[config.mk]
export PLATFORM = sky130hd
export DESIGN_NAME = host_port_switch_control
export DESIGN_NICKNAME = d
export VERILOG_FILES = /design/src/hw/host_port_pkg.sv /design/src/hw/host_port_store.sv /design/src/hw/host_port_switch_control.sv
export VERILOG_INCLUDE_DIRS = /design/src /design/src/hw
export SDC_FILE = /design/constraint.sdc
export NUM_CORES = 1
export LEC_CHECK = 0
export ABC_AREA = 1
export BUFFER_PORTS_ARGS = -buffer_cell sky130_fd_sc_hd__buf_2
export CAP_MARGIN = 20
export CORE_UTILIZATION = 50
export DETAILED_ROUTE_END_ITERATION = 8
export GPL_ROUTABILITY_DRIVEN = 0
export MAX_ROUTING_LAYER = met4
export PLACE_DENSITY = 0.74
export SKIP_CTS_REPAIR_TIMING = 1
export SYNTH_ARGS = -nofsm -noshare
export SYNTH_HDL_FRONTEND = slang
export SYNTH_SLANG_ARGS = --single-unit
[constraint.sdc]
create_clock -name clk_sys -period 1.9 [get_ports clk_sys]
set_input_delay 0.19 -clock clk_sys [delete_from_list [all_inputs] [get_ports clk_sys]]
set_output_delay 0.19 -clock clk_sys [all_outputs]
set_load 0.1 [all_outputs]
[src/hw/host_port_map.svh]
// offsets, field positions and reset values of the host port control bank
// assumes byte address = 4 x register index on a 32-bit apb bus
`ifndef HOST_PORT_MAP_SVH
`define HOST_PORT_MAP_SVH

`define IDX_CONTROL_2 4'h2
`define IDX_VID_CONTROL 4'h4
`define IDX_CONTROL_3 4'h6
`define IDX_INGRESS_RATE 4'h8
`define IDX_EGRESS_RATE 4'hA
`define IDX_BANK_SELECT 4'hE

`define BANK_HOST_PORT 6'h34
`define BANK_RESERVED_FIRST 6'h35
`define BANK_RESERVED_LAST 6'h3F
`define BANK_SELECT_RESET 6'h00

`define CR2_RESET 11'h607
`define CR2_RX_ENABLE 9
`define CR2_TX_ENABLE 10
`define CR2_LEARN_OFF 8
`define CR2_SNIFFER 7
`define CR2_RX_SNIFF 6
`define CR2_TX_SNIFF 5
`define CR2_PRIO_CEIL 3
`define CR2_MEMBER_HI 2
`define CR2_MEMBER_LO 0

`define VID_PRIO_HI 15
`define VID_PRIO_LO 13
`define STORE_RESET 16'h0000
`define HOST_PORT_BIT 3'h4

`endif

[src/hw/host_port_pkg.sv]
// types shared by the host port control block
// assumes host_port_map.svh for all numbers
package host_port_pkg;
	typedef enum logic [2:0] {
		ST_IDLE = 3'h1,
		ST_FETCH = 3'h2,
		ST_ANSWER = 3'h4
	} apb_state_type;
	typedef logic [2:0] port_mask_type;
	typedef logic [2:0] prio_type;
endpackage

[src/hw/host_port_store.sv]
// four 16-bit registers kept like the port-1 set: vid, control 3, ingress and egress rate
// assumes writes and reads are issued by the apb slave in the parent, one per cycle
`timescale 1ns/1ps
`include "host_port_map.svh"
module host_port_store (
	input wire logic clk_sys,
	input wire logic srst,
	input wire logic ce,
	input wire logic wr_en,
	input wire logic [1:0] wr_idx,
	input wire logic [15:0] wr_data,
	input wire logic [1:0] rd_idx,
	output logic [15:0] rd_data_q
);
	logic [15:0] word_q [0:3];
	logic [15:0] rd_data_d;

	genvar i;
	generate
		for (i = 0; i < 4; i++) begin : g_word
			logic [15:0] word_d;
			always_comb begin
				word_d = word_q[i];
				if (wr_en && wr_idx == 2'(i)) begin
					word_d = wr_data;
				end
			end
			always_ff @(posedge clk_sys) begin
				if (srst) begin
					word_q[i] <= `STORE_RESET;
				end else if (ce) begin
					word_q[i] <= word_d;
				end
			end
		end
	endgenerate

	always_comb begin
		rd_data_d = word_q[rd_idx];
	end

	always_ff @(posedge clk_sys) begin
		if (srst) begin
			rd_data_q <= `STORE_RESET;
		end else if (ce) begin
			rd_data_q <= rd_data_d;
		end
	end
endmodule

[src/hw/host_port_switch_control.sv]
// host port control bank: apb slave, control register 2 and per-packet decisions
// assumes one clock, synchronous inputs, packet descriptors presented one per cycle
//
// The APB register port was chosen for this implementation.
`timescale 1ns/1ps
`include "host_port_map.svh"
module host_port_switch_control (
	input wire logic clk_sys,
	input wire logic srst,
	input wire logic ce,
	input wire logic psel,
	input wire logic penable,
	input wire logic pwrite,
	input wire logic [5:0] paddr,
	input wire logic [31:0] pwdata,
	output logic [31:0] prdata,
	output logic pready,
	output logic pslverr,
	input wire logic pkt_valid,
	input wire logic pkt_egress,
	input wire logic pkt_mon_copy,
	input wire host_port_pkg::prio_type pkt_prio,
	input wire host_port_pkg::port_mask_type pkt_dest,
	input wire host_port_pkg::port_mask_type sniffer_ports,
	output logic res_valid,
	output logic res_drop,
	output logic res_learn,
	output logic res_monitored,
	output host_port_pkg::port_mask_type res_dest,
	output host_port_pkg::prio_type res_prio,
	output logic rx_enable,
	output logic tx_enable,
	output logic sniffer_port
);
	import host_port_pkg::*;

	apb_state_type state_q, state_d;
	logic [31:0] prdata_q, prdata_d;
	logic pready_q, pready_d;
	logic [10:0] cr2_q, cr2_d;
	logic [5:0] bank_q, bank_d;
	prio_type def_prio_q, def_prio_d;
	logic [3:0] idx;
	logic in_host_bank;
	logic store_hit;
	logic [1:0] store_idx;
	logic [2:0] idx_half;
	logic commit;
	logic [15:0] store_rd;

	assign idx = paddr[5:2];
	assign in_host_bank = (bank_q == `BANK_HOST_PORT);
	assign idx_half = idx[3:1] - 3'h2;
	assign store_idx = idx_half[1:0];
	assign store_hit = in_host_bank && !idx[0] && idx >= `IDX_VID_CONTROL
		&& idx <= `IDX_EGRESS_RATE;
	assign commit = (state_q == ST_ANSWER) && psel && penable && pready_q;

	host_port_store u_store (
		.clk_sys(clk_sys),
		.srst(srst),
		.ce(ce),
		.wr_en(commit && pwrite && store_hit),
		.wr_idx(store_idx),
		.wr_data(pwdata[15:0]),
		.rd_idx(store_idx),
		.rd_data_q(store_rd)
	);

	// setup -> fetch (store read settles) -> answer with pready
	always_comb begin
		state_d = state_q;
		prdata_d = prdata_q;
		pready_d = pready_q;
		cr2_d = cr2_q;
		bank_d = bank_q;
		def_prio_d = def_prio_q;
		case (state_q)
			ST_IDLE: begin
				if (psel && !penable) begin
					state_d = ST_FETCH;
				end
			end
			ST_FETCH: begin
				state_d = ST_ANSWER;
				pready_d = 1'b1;
				prdata_d = 32'h0000_0000;
				if (!pwrite) begin
					if (idx == `IDX_BANK_SELECT) begin
						prdata_d = {26'h0, bank_q};
					end else if (in_host_bank && idx == `IDX_CONTROL_2) begin
						prdata_d = {21'h0, cr2_q};
					end else if (store_hit) begin
						prdata_d = {16'h0, store_rd};
					end
				end
			end
			ST_ANSWER: begin
				if (commit) begin
					state_d = ST_IDLE;
					pready_d = 1'b0;
					if (pwrite && idx == `IDX_BANK_SELECT) begin
						bank_d = pwdata[5:0];
					end
					if (pwrite && in_host_bank && idx == `IDX_CONTROL_2) begin
						cr2_d = pwdata[10:0];
					end
					if (pwrite && in_host_bank && idx == `IDX_VID_CONTROL) begin
						def_prio_d = pwdata[`VID_PRIO_HI:`VID_PRIO_LO];
					end
				end
			end
			default: begin
				state_d = ST_IDLE;
				pready_d = 1'b0;
			end
		endcase
	end

	always_ff @(posedge clk_sys) begin
		if (srst) begin
			state_q <= ST_IDLE;
			prdata_q <= 32'h0000_0000;
			pready_q <= 1'b0;
			cr2_q <= `CR2_RESET;
			bank_q <= `BANK_SELECT_RESET;
			def_prio_q <= 3'h0;
		end else if (ce) begin
			state_q <= state_d;
			prdata_q <= prdata_d;
			pready_q <= pready_d;
			cr2_q <= cr2_d;
			bank_q <= bank_d;
			def_prio_q <= def_prio_d;
		end
	end

	assign prdata = prdata_q;
	assign pready = pready_q;
	assign pslverr = 1'b0;
	assign rx_enable = cr2_q[`CR2_RX_ENABLE];
	assign tx_enable = cr2_q[`CR2_TX_ENABLE];
	assign sniffer_port = cr2_q[`CR2_SNIFFER];

	// per-packet decision, one result a cycle after each descriptor
	logic res_valid_q, res_valid_d;
	logic res_drop_q, res_drop_d;
	logic res_learn_q, res_learn_d;
	logic res_mon_q, res_mon_d;
	port_mask_type res_dest_q, res_dest_d;
	prio_type res_prio_q, res_prio_d;
	port_mask_type member;
	port_mask_type copy_to;

	assign member = cr2_q[`CR2_MEMBER_HI:`CR2_MEMBER_LO];
	assign copy_to = sniffer_ports & ~`HOST_PORT_BIT;

	always_comb begin
		res_valid_d = pkt_valid;
		res_drop_d = 1'b0;
		res_learn_d = 1'b0;
		res_mon_d = 1'b0;
		res_dest_d = 3'h0;
		res_prio_d = pkt_prio;
		if (pkt_valid && !pkt_egress) begin
			res_drop_d = !cr2_q[`CR2_RX_ENABLE];
			res_learn_d = cr2_q[`CR2_RX_ENABLE] && !cr2_q[`CR2_LEARN_OFF];
			res_dest_d = pkt_dest & member & ~`HOST_PORT_BIT;
			if (cr2_q[`CR2_RX_SNIFF]) begin
				res_mon_d = 1'b1;
				res_dest_d = res_dest_d | copy_to;
			end
			if (cr2_q[`CR2_PRIO_CEIL] && pkt_prio > def_prio_q) begin
				res_prio_d = def_prio_q;
			end
			if (res_drop_d) begin
				res_dest_d = 3'h0;
				res_mon_d = 1'b0;
			end
		end else if (pkt_valid) begin
			res_drop_d = !cr2_q[`CR2_TX_ENABLE] || (pkt_mon_copy && !cr2_q[`CR2_SNIFFER]);
			res_dest_d = `HOST_PORT_BIT;
			if (cr2_q[`CR2_TX_SNIFF]) begin
				res_mon_d = 1'b1;
				res_dest_d = `HOST_PORT_BIT | copy_to;
			end
			if (res_drop_d) begin
				res_dest_d = 3'h0;
				res_mon_d = 1'b0;
			end
		end
	end

	always_ff @(posedge clk_sys) begin
		if (srst) begin
			res_valid_q <= 1'b0;
			res_drop_q <= 1'b0;
			res_learn_q <= 1'b0;
			res_mon_q <= 1'b0;
			res_dest_q <= 3'h0;
			res_prio_q <= 3'h0;
		end else if (ce) begin
			res_valid_q <= res_valid_d;
			res_drop_q <= res_drop_d;
			res_learn_q <= res_learn_d;
			res_mon_q <= res_mon_d;
			res_dest_q <= res_dest_d;
			res_prio_q <= res_prio_d;
		end
	end

	assign res_valid = res_valid_q;
	assign res_drop = res_drop_q;
	assign res_learn = res_learn_q;
	assign res_monitored = res_mon_q;
	assign res_dest = res_dest_q;
	assign res_prio = res_prio_q;

	// checks
	logic rx_pkt;
	assign rx_pkt = pkt_valid && !pkt_egress;

	rx_gate_a: assert property (@(posedge clk_sys) disable iff (srst)
		ce && rx_pkt && !cr2_q[`CR2_RX_ENABLE] |=> res_drop && res_dest == 3'h0)
		else $error("received packet not dropped with reception off");
	learn_off_a: assert property (@(posedge clk_sys) disable iff (srst)
		ce && rx_pkt && cr2_q[`CR2_LEARN_OFF] |=> !res_learn)
		else $error("learning while learning is disabled");
	sniffer_out_a: assert property (@(posedge clk_sys) disable iff (srst)
		ce && pkt_valid && pkt_egress && pkt_mon_copy && cr2_q[`CR2_TX_ENABLE]
		|=> res_drop == !$past(cr2_q[`CR2_SNIFFER]))
		else $error("monitored copy handled wrongly for sniffer setting");
	rx_mirror_a: assert property (@(posedge clk_sys) disable iff (srst)
		ce && rx_pkt && cr2_q[`CR2_RX_ENABLE] && cr2_q[`CR2_RX_SNIFF]
		|=> res_monitored && ((res_dest & $past(copy_to)) == $past(copy_to)))
		else $error("received packet not mirrored");
	tx_mirror_a: assert property (@(posedge clk_sys) disable iff (srst)
		ce && pkt_valid && pkt_egress && !pkt_mon_copy && cr2_q[`CR2_TX_ENABLE]
		&& cr2_q[`CR2_TX_SNIFF] |=> res_monitored && res_dest[2])
		else $error("sent packet not mirrored");
	prio_cap_a: assert property (@(posedge clk_sys) disable iff (srst)
		ce && rx_pkt && cr2_q[`CR2_PRIO_CEIL] |=> res_prio <= $past(def_prio_q)
		&& (res_prio == $past(pkt_prio) || res_prio == $past(def_prio_q)))
		else $error("priority above the ceiling");
	prio_keep_a: assert property (@(posedge clk_sys) disable iff (srst)
		ce && pkt_valid && !cr2_q[`CR2_PRIO_CEIL] |=> res_prio == $past(pkt_prio))
		else $error("priority changed with ceiling off");
	reset_value_a: assert property (@(posedge clk_sys)
		srst |=> cr2_q == `CR2_RESET)
		else $error("control register reset value wrong");
	member_a: assert property (@(posedge clk_sys) disable iff (srst)
		ce && rx_pkt && !cr2_q[`CR2_RX_SNIFF] |=> (res_dest & ~$past(member)) == 3'h0)
		else $error("forwarded outside membership");
	keep_normal_a: assert property (@(posedge clk_sys) disable iff (srst)
		ce && rx_pkt && cr2_q[`CR2_RX_ENABLE]
		|=> (res_dest & $past(pkt_dest & member & ~`HOST_PORT_BIT))
		== $past(pkt_dest & member & ~`HOST_PORT_BIT))
		else $error("mirror replaced the normal destination");
	reserved_bank_a: assert property (@(posedge clk_sys) disable iff (srst)
		ce && state_q == ST_FETCH && !pwrite && bank_q >= `BANK_RESERVED_FIRST
		&& idx != `IDX_BANK_SELECT |=> prdata == 32'h0000_0000)
		else $error("reserved bank read not zero");
	answer_time_a: assert property (@(posedge clk_sys) disable iff (srst)
		ce && psel && !penable && state_q == ST_IDLE ##1 ce |=> pready)
		else $error("apb answer not two cycles after setup");
	rx_accept_a: assert property (@(posedge clk_sys) disable iff (srst)
		ce && rx_pkt && cr2_q[`CR2_RX_ENABLE] |=> !res_drop)
		else $error("received packet dropped with reception on");
	rx_no_learn_a: assert property (@(posedge clk_sys) disable iff (srst)
		ce && rx_pkt && !cr2_q[`CR2_RX_ENABLE] |=> !res_learn && !res_monitored)
		else $error("refused packet still learned or mirrored");
	learn_on_a: assert property (@(posedge clk_sys) disable iff (srst)
		ce && rx_pkt && cr2_q[`CR2_RX_ENABLE] && !cr2_q[`CR2_LEARN_OFF] |=> res_learn)
		else $error("no learning while learning is enabled");
	egress_learn_a: assert property (@(posedge clk_sys) disable iff (srst)
		ce && pkt_valid && pkt_egress |=> !res_learn)
		else $error("learning from a sent packet");
	rx_plain_a: assert property (@(posedge clk_sys) disable iff (srst)
		ce && rx_pkt && !cr2_q[`CR2_RX_SNIFF] |=> !res_monitored)
		else $error("received packet marked without receive mirroring");
	tx_plain_a: assert property (@(posedge clk_sys) disable iff (srst)
		ce && pkt_valid && pkt_egress && !cr2_q[`CR2_TX_SNIFF] |=> !res_monitored)
		else $error("sent packet marked without transmit mirroring");
	prio_replace_a: assert property (@(posedge clk_sys) disable iff (srst)
		ce && rx_pkt && cr2_q[`CR2_PRIO_CEIL] && pkt_prio > def_prio_q
		|=> res_prio == $past(def_prio_q))
		else $error("priority above the ceiling not replaced");
	prio_below_a: assert property (@(posedge clk_sys) disable iff (srst)
		ce && rx_pkt && cr2_q[`CR2_PRIO_CEIL] && pkt_prio <= def_prio_q
		|=> res_prio == $past(pkt_prio))
		else $error("priority at or below the ceiling changed");
	no_host_loop_a: assert property (@(posedge clk_sys) disable iff (srst)
		ce && rx_pkt |=> !res_dest[2])
		else $error("received packet sent back to the host port");
	tx_normal_a: assert property (@(posedge clk_sys) disable iff (srst)
		ce && pkt_valid && pkt_egress && !pkt_mon_copy && cr2_q[`CR2_TX_ENABLE]
		|=> !res_drop && res_dest[2])
		else $error("sent packet lost its normal destination");
	tx_gate_a: assert property (@(posedge clk_sys) disable iff (srst)
		ce && pkt_valid && pkt_egress && !cr2_q[`CR2_TX_ENABLE]
		|=> res_drop && res_dest == 3'h0 && !res_monitored)
		else $error("sent packet passed with transmission off");
	ctrl_write_a: assert property (@(posedge clk_sys) disable iff (srst)
		ce && commit && pwrite && in_host_bank && idx == `IDX_CONTROL_2
		|=> cr2_q == $past(pwdata[10:0]))
		else $error("control register write lost");
	bank_write_a: assert property (@(posedge clk_sys) disable iff (srst)
		ce && commit && pwrite && idx == `IDX_BANK_SELECT |=> bank_q == $past(pwdata[5:0]))
		else $error("bank select write lost");
	reserved_write_a: assert property (@(posedge clk_sys) disable iff (srst)
		ce && commit && pwrite && !in_host_bank && idx != `IDX_BANK_SELECT
		|=> $stable(cr2_q) && $stable(def_prio_q))
		else $error("write in a foreign bank changed the host port");
	bank_read_a: assert property (@(posedge clk_sys) disable iff (srst)
		ce && state_q == ST_FETCH && !pwrite && idx == `IDX_BANK_SELECT
		|=> prdata == {26'h0, $past(bank_q)})
		else $error("bank select read back wrong");
	ctrl_read_a: assert property (@(posedge clk_sys) disable iff (srst)
		ce && state_q == ST_FETCH && !pwrite && in_host_bank && idx == `IDX_CONTROL_2
		|=> prdata == {21'h0, $past(cr2_q)})
		else $error("control register read back wrong");
	pready_pulse_a: assert property (@(posedge clk_sys) disable iff (srst)
		ce && pready |=> !pready)
		else $error("pready longer than one cycle");
	idle_quiet_a: assert property (@(posedge clk_sys) disable iff (srst)
		ce && state_q == ST_IDLE |=> !pready)
		else $error("pready without a transfer");
	prdata_hold_a: assert property (@(posedge clk_sys) disable iff (srst)
		ce && state_q != ST_FETCH |=> $stable(prdata))
		else $error("read data changed outside an answer");
	reset_out_a: assert property (@(posedge clk_sys)
		srst |=> !pready && !res_valid && bank_q == `BANK_SELECT_RESET)
		else $error("outputs not at rest after reset");

	rx_mirror_c: cover property (@(posedge clk_sys) disable iff (srst)
		res_valid && !res_drop && res_monitored && res_learn);
	prio_cap_c: cover property (@(posedge clk_sys) disable iff (srst)
		ce && rx_pkt && cr2_q[`CR2_PRIO_CEIL] && pkt_prio > def_prio_q);
	bank_write_c: cover property (@(posedge clk_sys) disable iff (srst)
		commit && pwrite && idx == `IDX_BANK_SELECT && bank_q >= `BANK_RESERVED_FIRST);
	store_read_c: cover property (@(posedge clk_sys) disable iff (srst)
		commit && !pwrite && store_hit);
	sniffer_copy_c: cover property (@(posedge clk_sys) disable iff (srst)
		ce && pkt_valid && pkt_egress && pkt_mon_copy && cr2_q[`CR2_SNIFFER]);
endmodule

==> summary.txt <==
Flow run
  – Max Cap Viol: 0

Logic synthesis
  – Mapped Cells: about 650
  – Yosys top cell area share: approximately a third
  – Synthesis warning total: 0
  – Post-synthesis adder-cell area fraction: less than 1%
  – Simple-gate share of the synthesized area: ~25%
  – Yosys top cell by area: edfxtp_1
  – Synth Area in XOR/XNOR: 0%
  – Async SR Flop Fraction: 0%
  – Synth cell count leaders: nand2_1, nor2_1, dfxtp_1
  – Dominant combinational cell family by area after synthesis: simple AND/OR/NAND/NOR gates
  – Register area share after synthesis: a little under three fifths
  – Post-synth EDFFs: 64
  – Post-synthesis mux area share: 0%
  – Synthesized flop and latch total: 130
  – Compound-cell area share of the yosys netlist: approximately a tenth
  – Syn Std Cell Area: 5660 um^2
  – Avg Synthesized Cell Area: between 8 and 9 um^2
  – Synth area leaders: edfxtp_1, dfxtp_1, nand2_1
  – Most common cell in the netlist: nand2_1
  – Yosys cell types: 27
  – Post-synth top flop: dfxtp_1

Floorplanning
  – Chip width: about 110 um
  – # rows: 38
  – Core footprint: about 11000 um^2
  – I/O pin cnt: ~100
  – Starting Density: between 50 and 60%
  – Die ar.: 11700 um^2
  – Die Y: 108 um

Final layout
  – Final nets: a little under 800
  – FILL cells: just under 900
  – Multi-input gate area in the final layout: ~2100 um^2
  – Register area: between 3000 and 4000 um^2
  – Ant diodes: 0
  – Area Growth Syn to Fin: 22.4%
  – Share of layout cells above drive strength 1: about 18%

Timing
  – Fmax: 568 MHz
  – Fin. max-slew vios: 0
  – Setup violators final: 0
  – Final setup TNS: 0 ns
  – RSZ-0062 raised after global routing: no
  – Tmin final: 1.76 ns
  – Clock skew: roughly 0.0057 ns
  – Slew headroom: between 60% and 70%
  – Final period util: just over 90%
  – Hold Vio Cnt, Final: 0
  – Worst-Margin Slew: just over 0.5 ns

Clock tree
  – Total CTS buffers: 17
  – Root Driver: clkbuf_16
  – H-tree lvl count: 4
  – Clk_lat worst skew: 0.41 ns
  – Clk sinks: 130
  – CTS tree: done
  – Clock slew at reported path FFs: 0.06 ns
  – Clock buffer depth: 2

Critical path
  – Crit path capture: u_store.word_q[3][12]
  – Crit path launch: bank_q[0]
  – R2R setup slack: 0.14 ns
  – RR Startpoint: bank_q[0]
  – Crit path launch type: register
  – CP arrival: between 2 and 2.5 ns
  – Crit path kind: reg -> reg
  – FF-to-FF path depth: 7
  – Crit-path max FO: 16
  – Critical path required time: approximately 2.2 ns
  – Crit Reg-Reg Endpoint: u_store.word_q[3][12]
  – Worst setup EP type: register

Worst hold path
  – Min-delay worst type: in -> reg

Drt
  – Drt initial violations: 499
  – Drt first pass iters: 5
  – Final WL: ~15000 um
  – Via Count: 4855
  – Drt wl/cell: around 17 um
  – Drt via density: ~5.5
  – Number of routed nets with antenna violations: 0
  – # DRC: 0

Global route
  – GRT Total Usage: between 20% and 30%
  – Initial antenna violation count: 0
  – Number of global-route vias before repair: 4594
  – Largest net degree at the start of global routing: 42
  – First-pass GRT wire length: between 20000 and 25000 um
  – Overflow after GRT: 0

Placement
  – Port Buffers: 65
  – Final HPWL from detailed placement: around 10000 um

Power and ir drop
  – PD cells: between 1000 and 1500 nW/um^2
  – P_leak: 3.01 nW
  – Overall Power: between 7 and 8 mW
  – Peak VDD IR: roughly 760 uV

Outcome
  – Outcome: finished, final reports clean
==> metal layers <==
metal | up-vias | wire [um] | track usage [%]
met5 | - | 0 | -
met4 | 0 | 314 | 10.9
met3 | 30 | 1260 | 7.59
met2 | 239 | 7160 | 43.1
met1 | 2272 | 6170 | 34.2
li1 | 2314 | - | -
==> critical path, cell delays in order, from the launching register on <==
cell and delay (ns):
dfxtp_1 0.33, nor2_4 0.22, nand3_2 0.17, nor2_1 0.13, buf_4 0.21, nand4_4 0.16
buf_4 0.25, nor2_1 0.14
==> report_power, final <==
part           switching [mW]  internal, mW
Combinational           0.490         0.122
Sequential             0.0391          3.02
Clock                    1.24          2.21
==> flip-flops by register name (all words and copies together), names as in the netlist, 3 cells and up <==
register / cells
res_prio: 3
u_store.rd_data_q: 16
bank_q: 6
cr2_q: 11
state_q: 3
prdata: 16
u_store.word_q: 64
res_dest: 3
def_prio_q: 3
==> logic make-up after synthesis <==
kind of cell,count (synthesis)
buf+inv,100
other cells,1
simple gates,329
compound gates,91
fa+ha+maj,3
flops,130
==> per-stage QoR <==
| step | hold slack [ns] | std cells | util (%) | instance area [um^2] | worst slack (ns) |
|---|---|---|---|---|---|
| floorplan | 0.325 | 670 | - | 5860 | 0.00620 |
| detailed placement | 0.453 | 855 | 57.5 | 6290 | 0.134 |
| finish | 0.0519 | 887 | 63.3 | 6920 | 0.139 |
| global route | 0.0546 | 887 | 63.3 | 6920 | 0.0489 |
| CTS | 0.0388 | 887 | 63.3 | 6920 | 0.0791 |
| global placement | 0.448 | 855 | 57.5 | 6290 | 0.187 |
==> area by class of cell <==
cell class | instances | area share, %
Timing Repair Buffer | 89 | 7.48
Multi-Input combinational cell | 440 | 31.0
Inverter | 56 | 3.04
Tap cell | 140 | 2.53
Clock buffer | 17 | 6.14
Clock inverter | 15 | 2.95
Sequential cell | 130 | 46.9
==> worst min-delay path by stage <==
stage                     slack (ns)             to  cells past startpoint              from
final                           0.05    res_dest[1]                      3  sniffer_ports[1]
after global routing            0.05  def_prio_q[2]                      3        pwdata[15]
after CTS                       0.04    res_dest[1]                      3  sniffer_ports[1]
after detailed placement        0.45    res_dest[2]                      2       res_dest[2]
after global placement          0.45    res_dest[0]                      3  sniffer_ports[0]
after floorplan                 0.32       cr2_q[7]                      2         pwdata[7]
==> placed cells by master (no fill, tap or decap), drive strengths merged <==
| cell type | Yosys | routed |
|---|---|---|
| nand2 | 168 | 168 |
| nor2 | 111 | 111 |
| buf | 24 | 89 |
| dfxtp | 66 | 66 |
| edfxtp | 64 | 64 |
| inv | 50 | 55 |
| a21oi | 46 | 46 |
| nand4 | 26 | 26 |
| nand3 | 21 | 21 |
| o21ai | 17 | 17 |
| conb | 1 | 17 |
| clkbuf | 20 | 17 |
| clkinv | 6 | 9 |
| a22oi | 8 | 8 |
| a41oi | 8 | 8 |
| a211oi | 6 | 6 |
| o211ai | 5 | 5 |
| bufinv | 0 | 4 |
| ha | 3 | 3 |
| clkinvlp | 0 | 3 |
| nor3 | 3 | 3 |
| a31oi | 1 | 1 |
(Power assumes the default switching activity.)
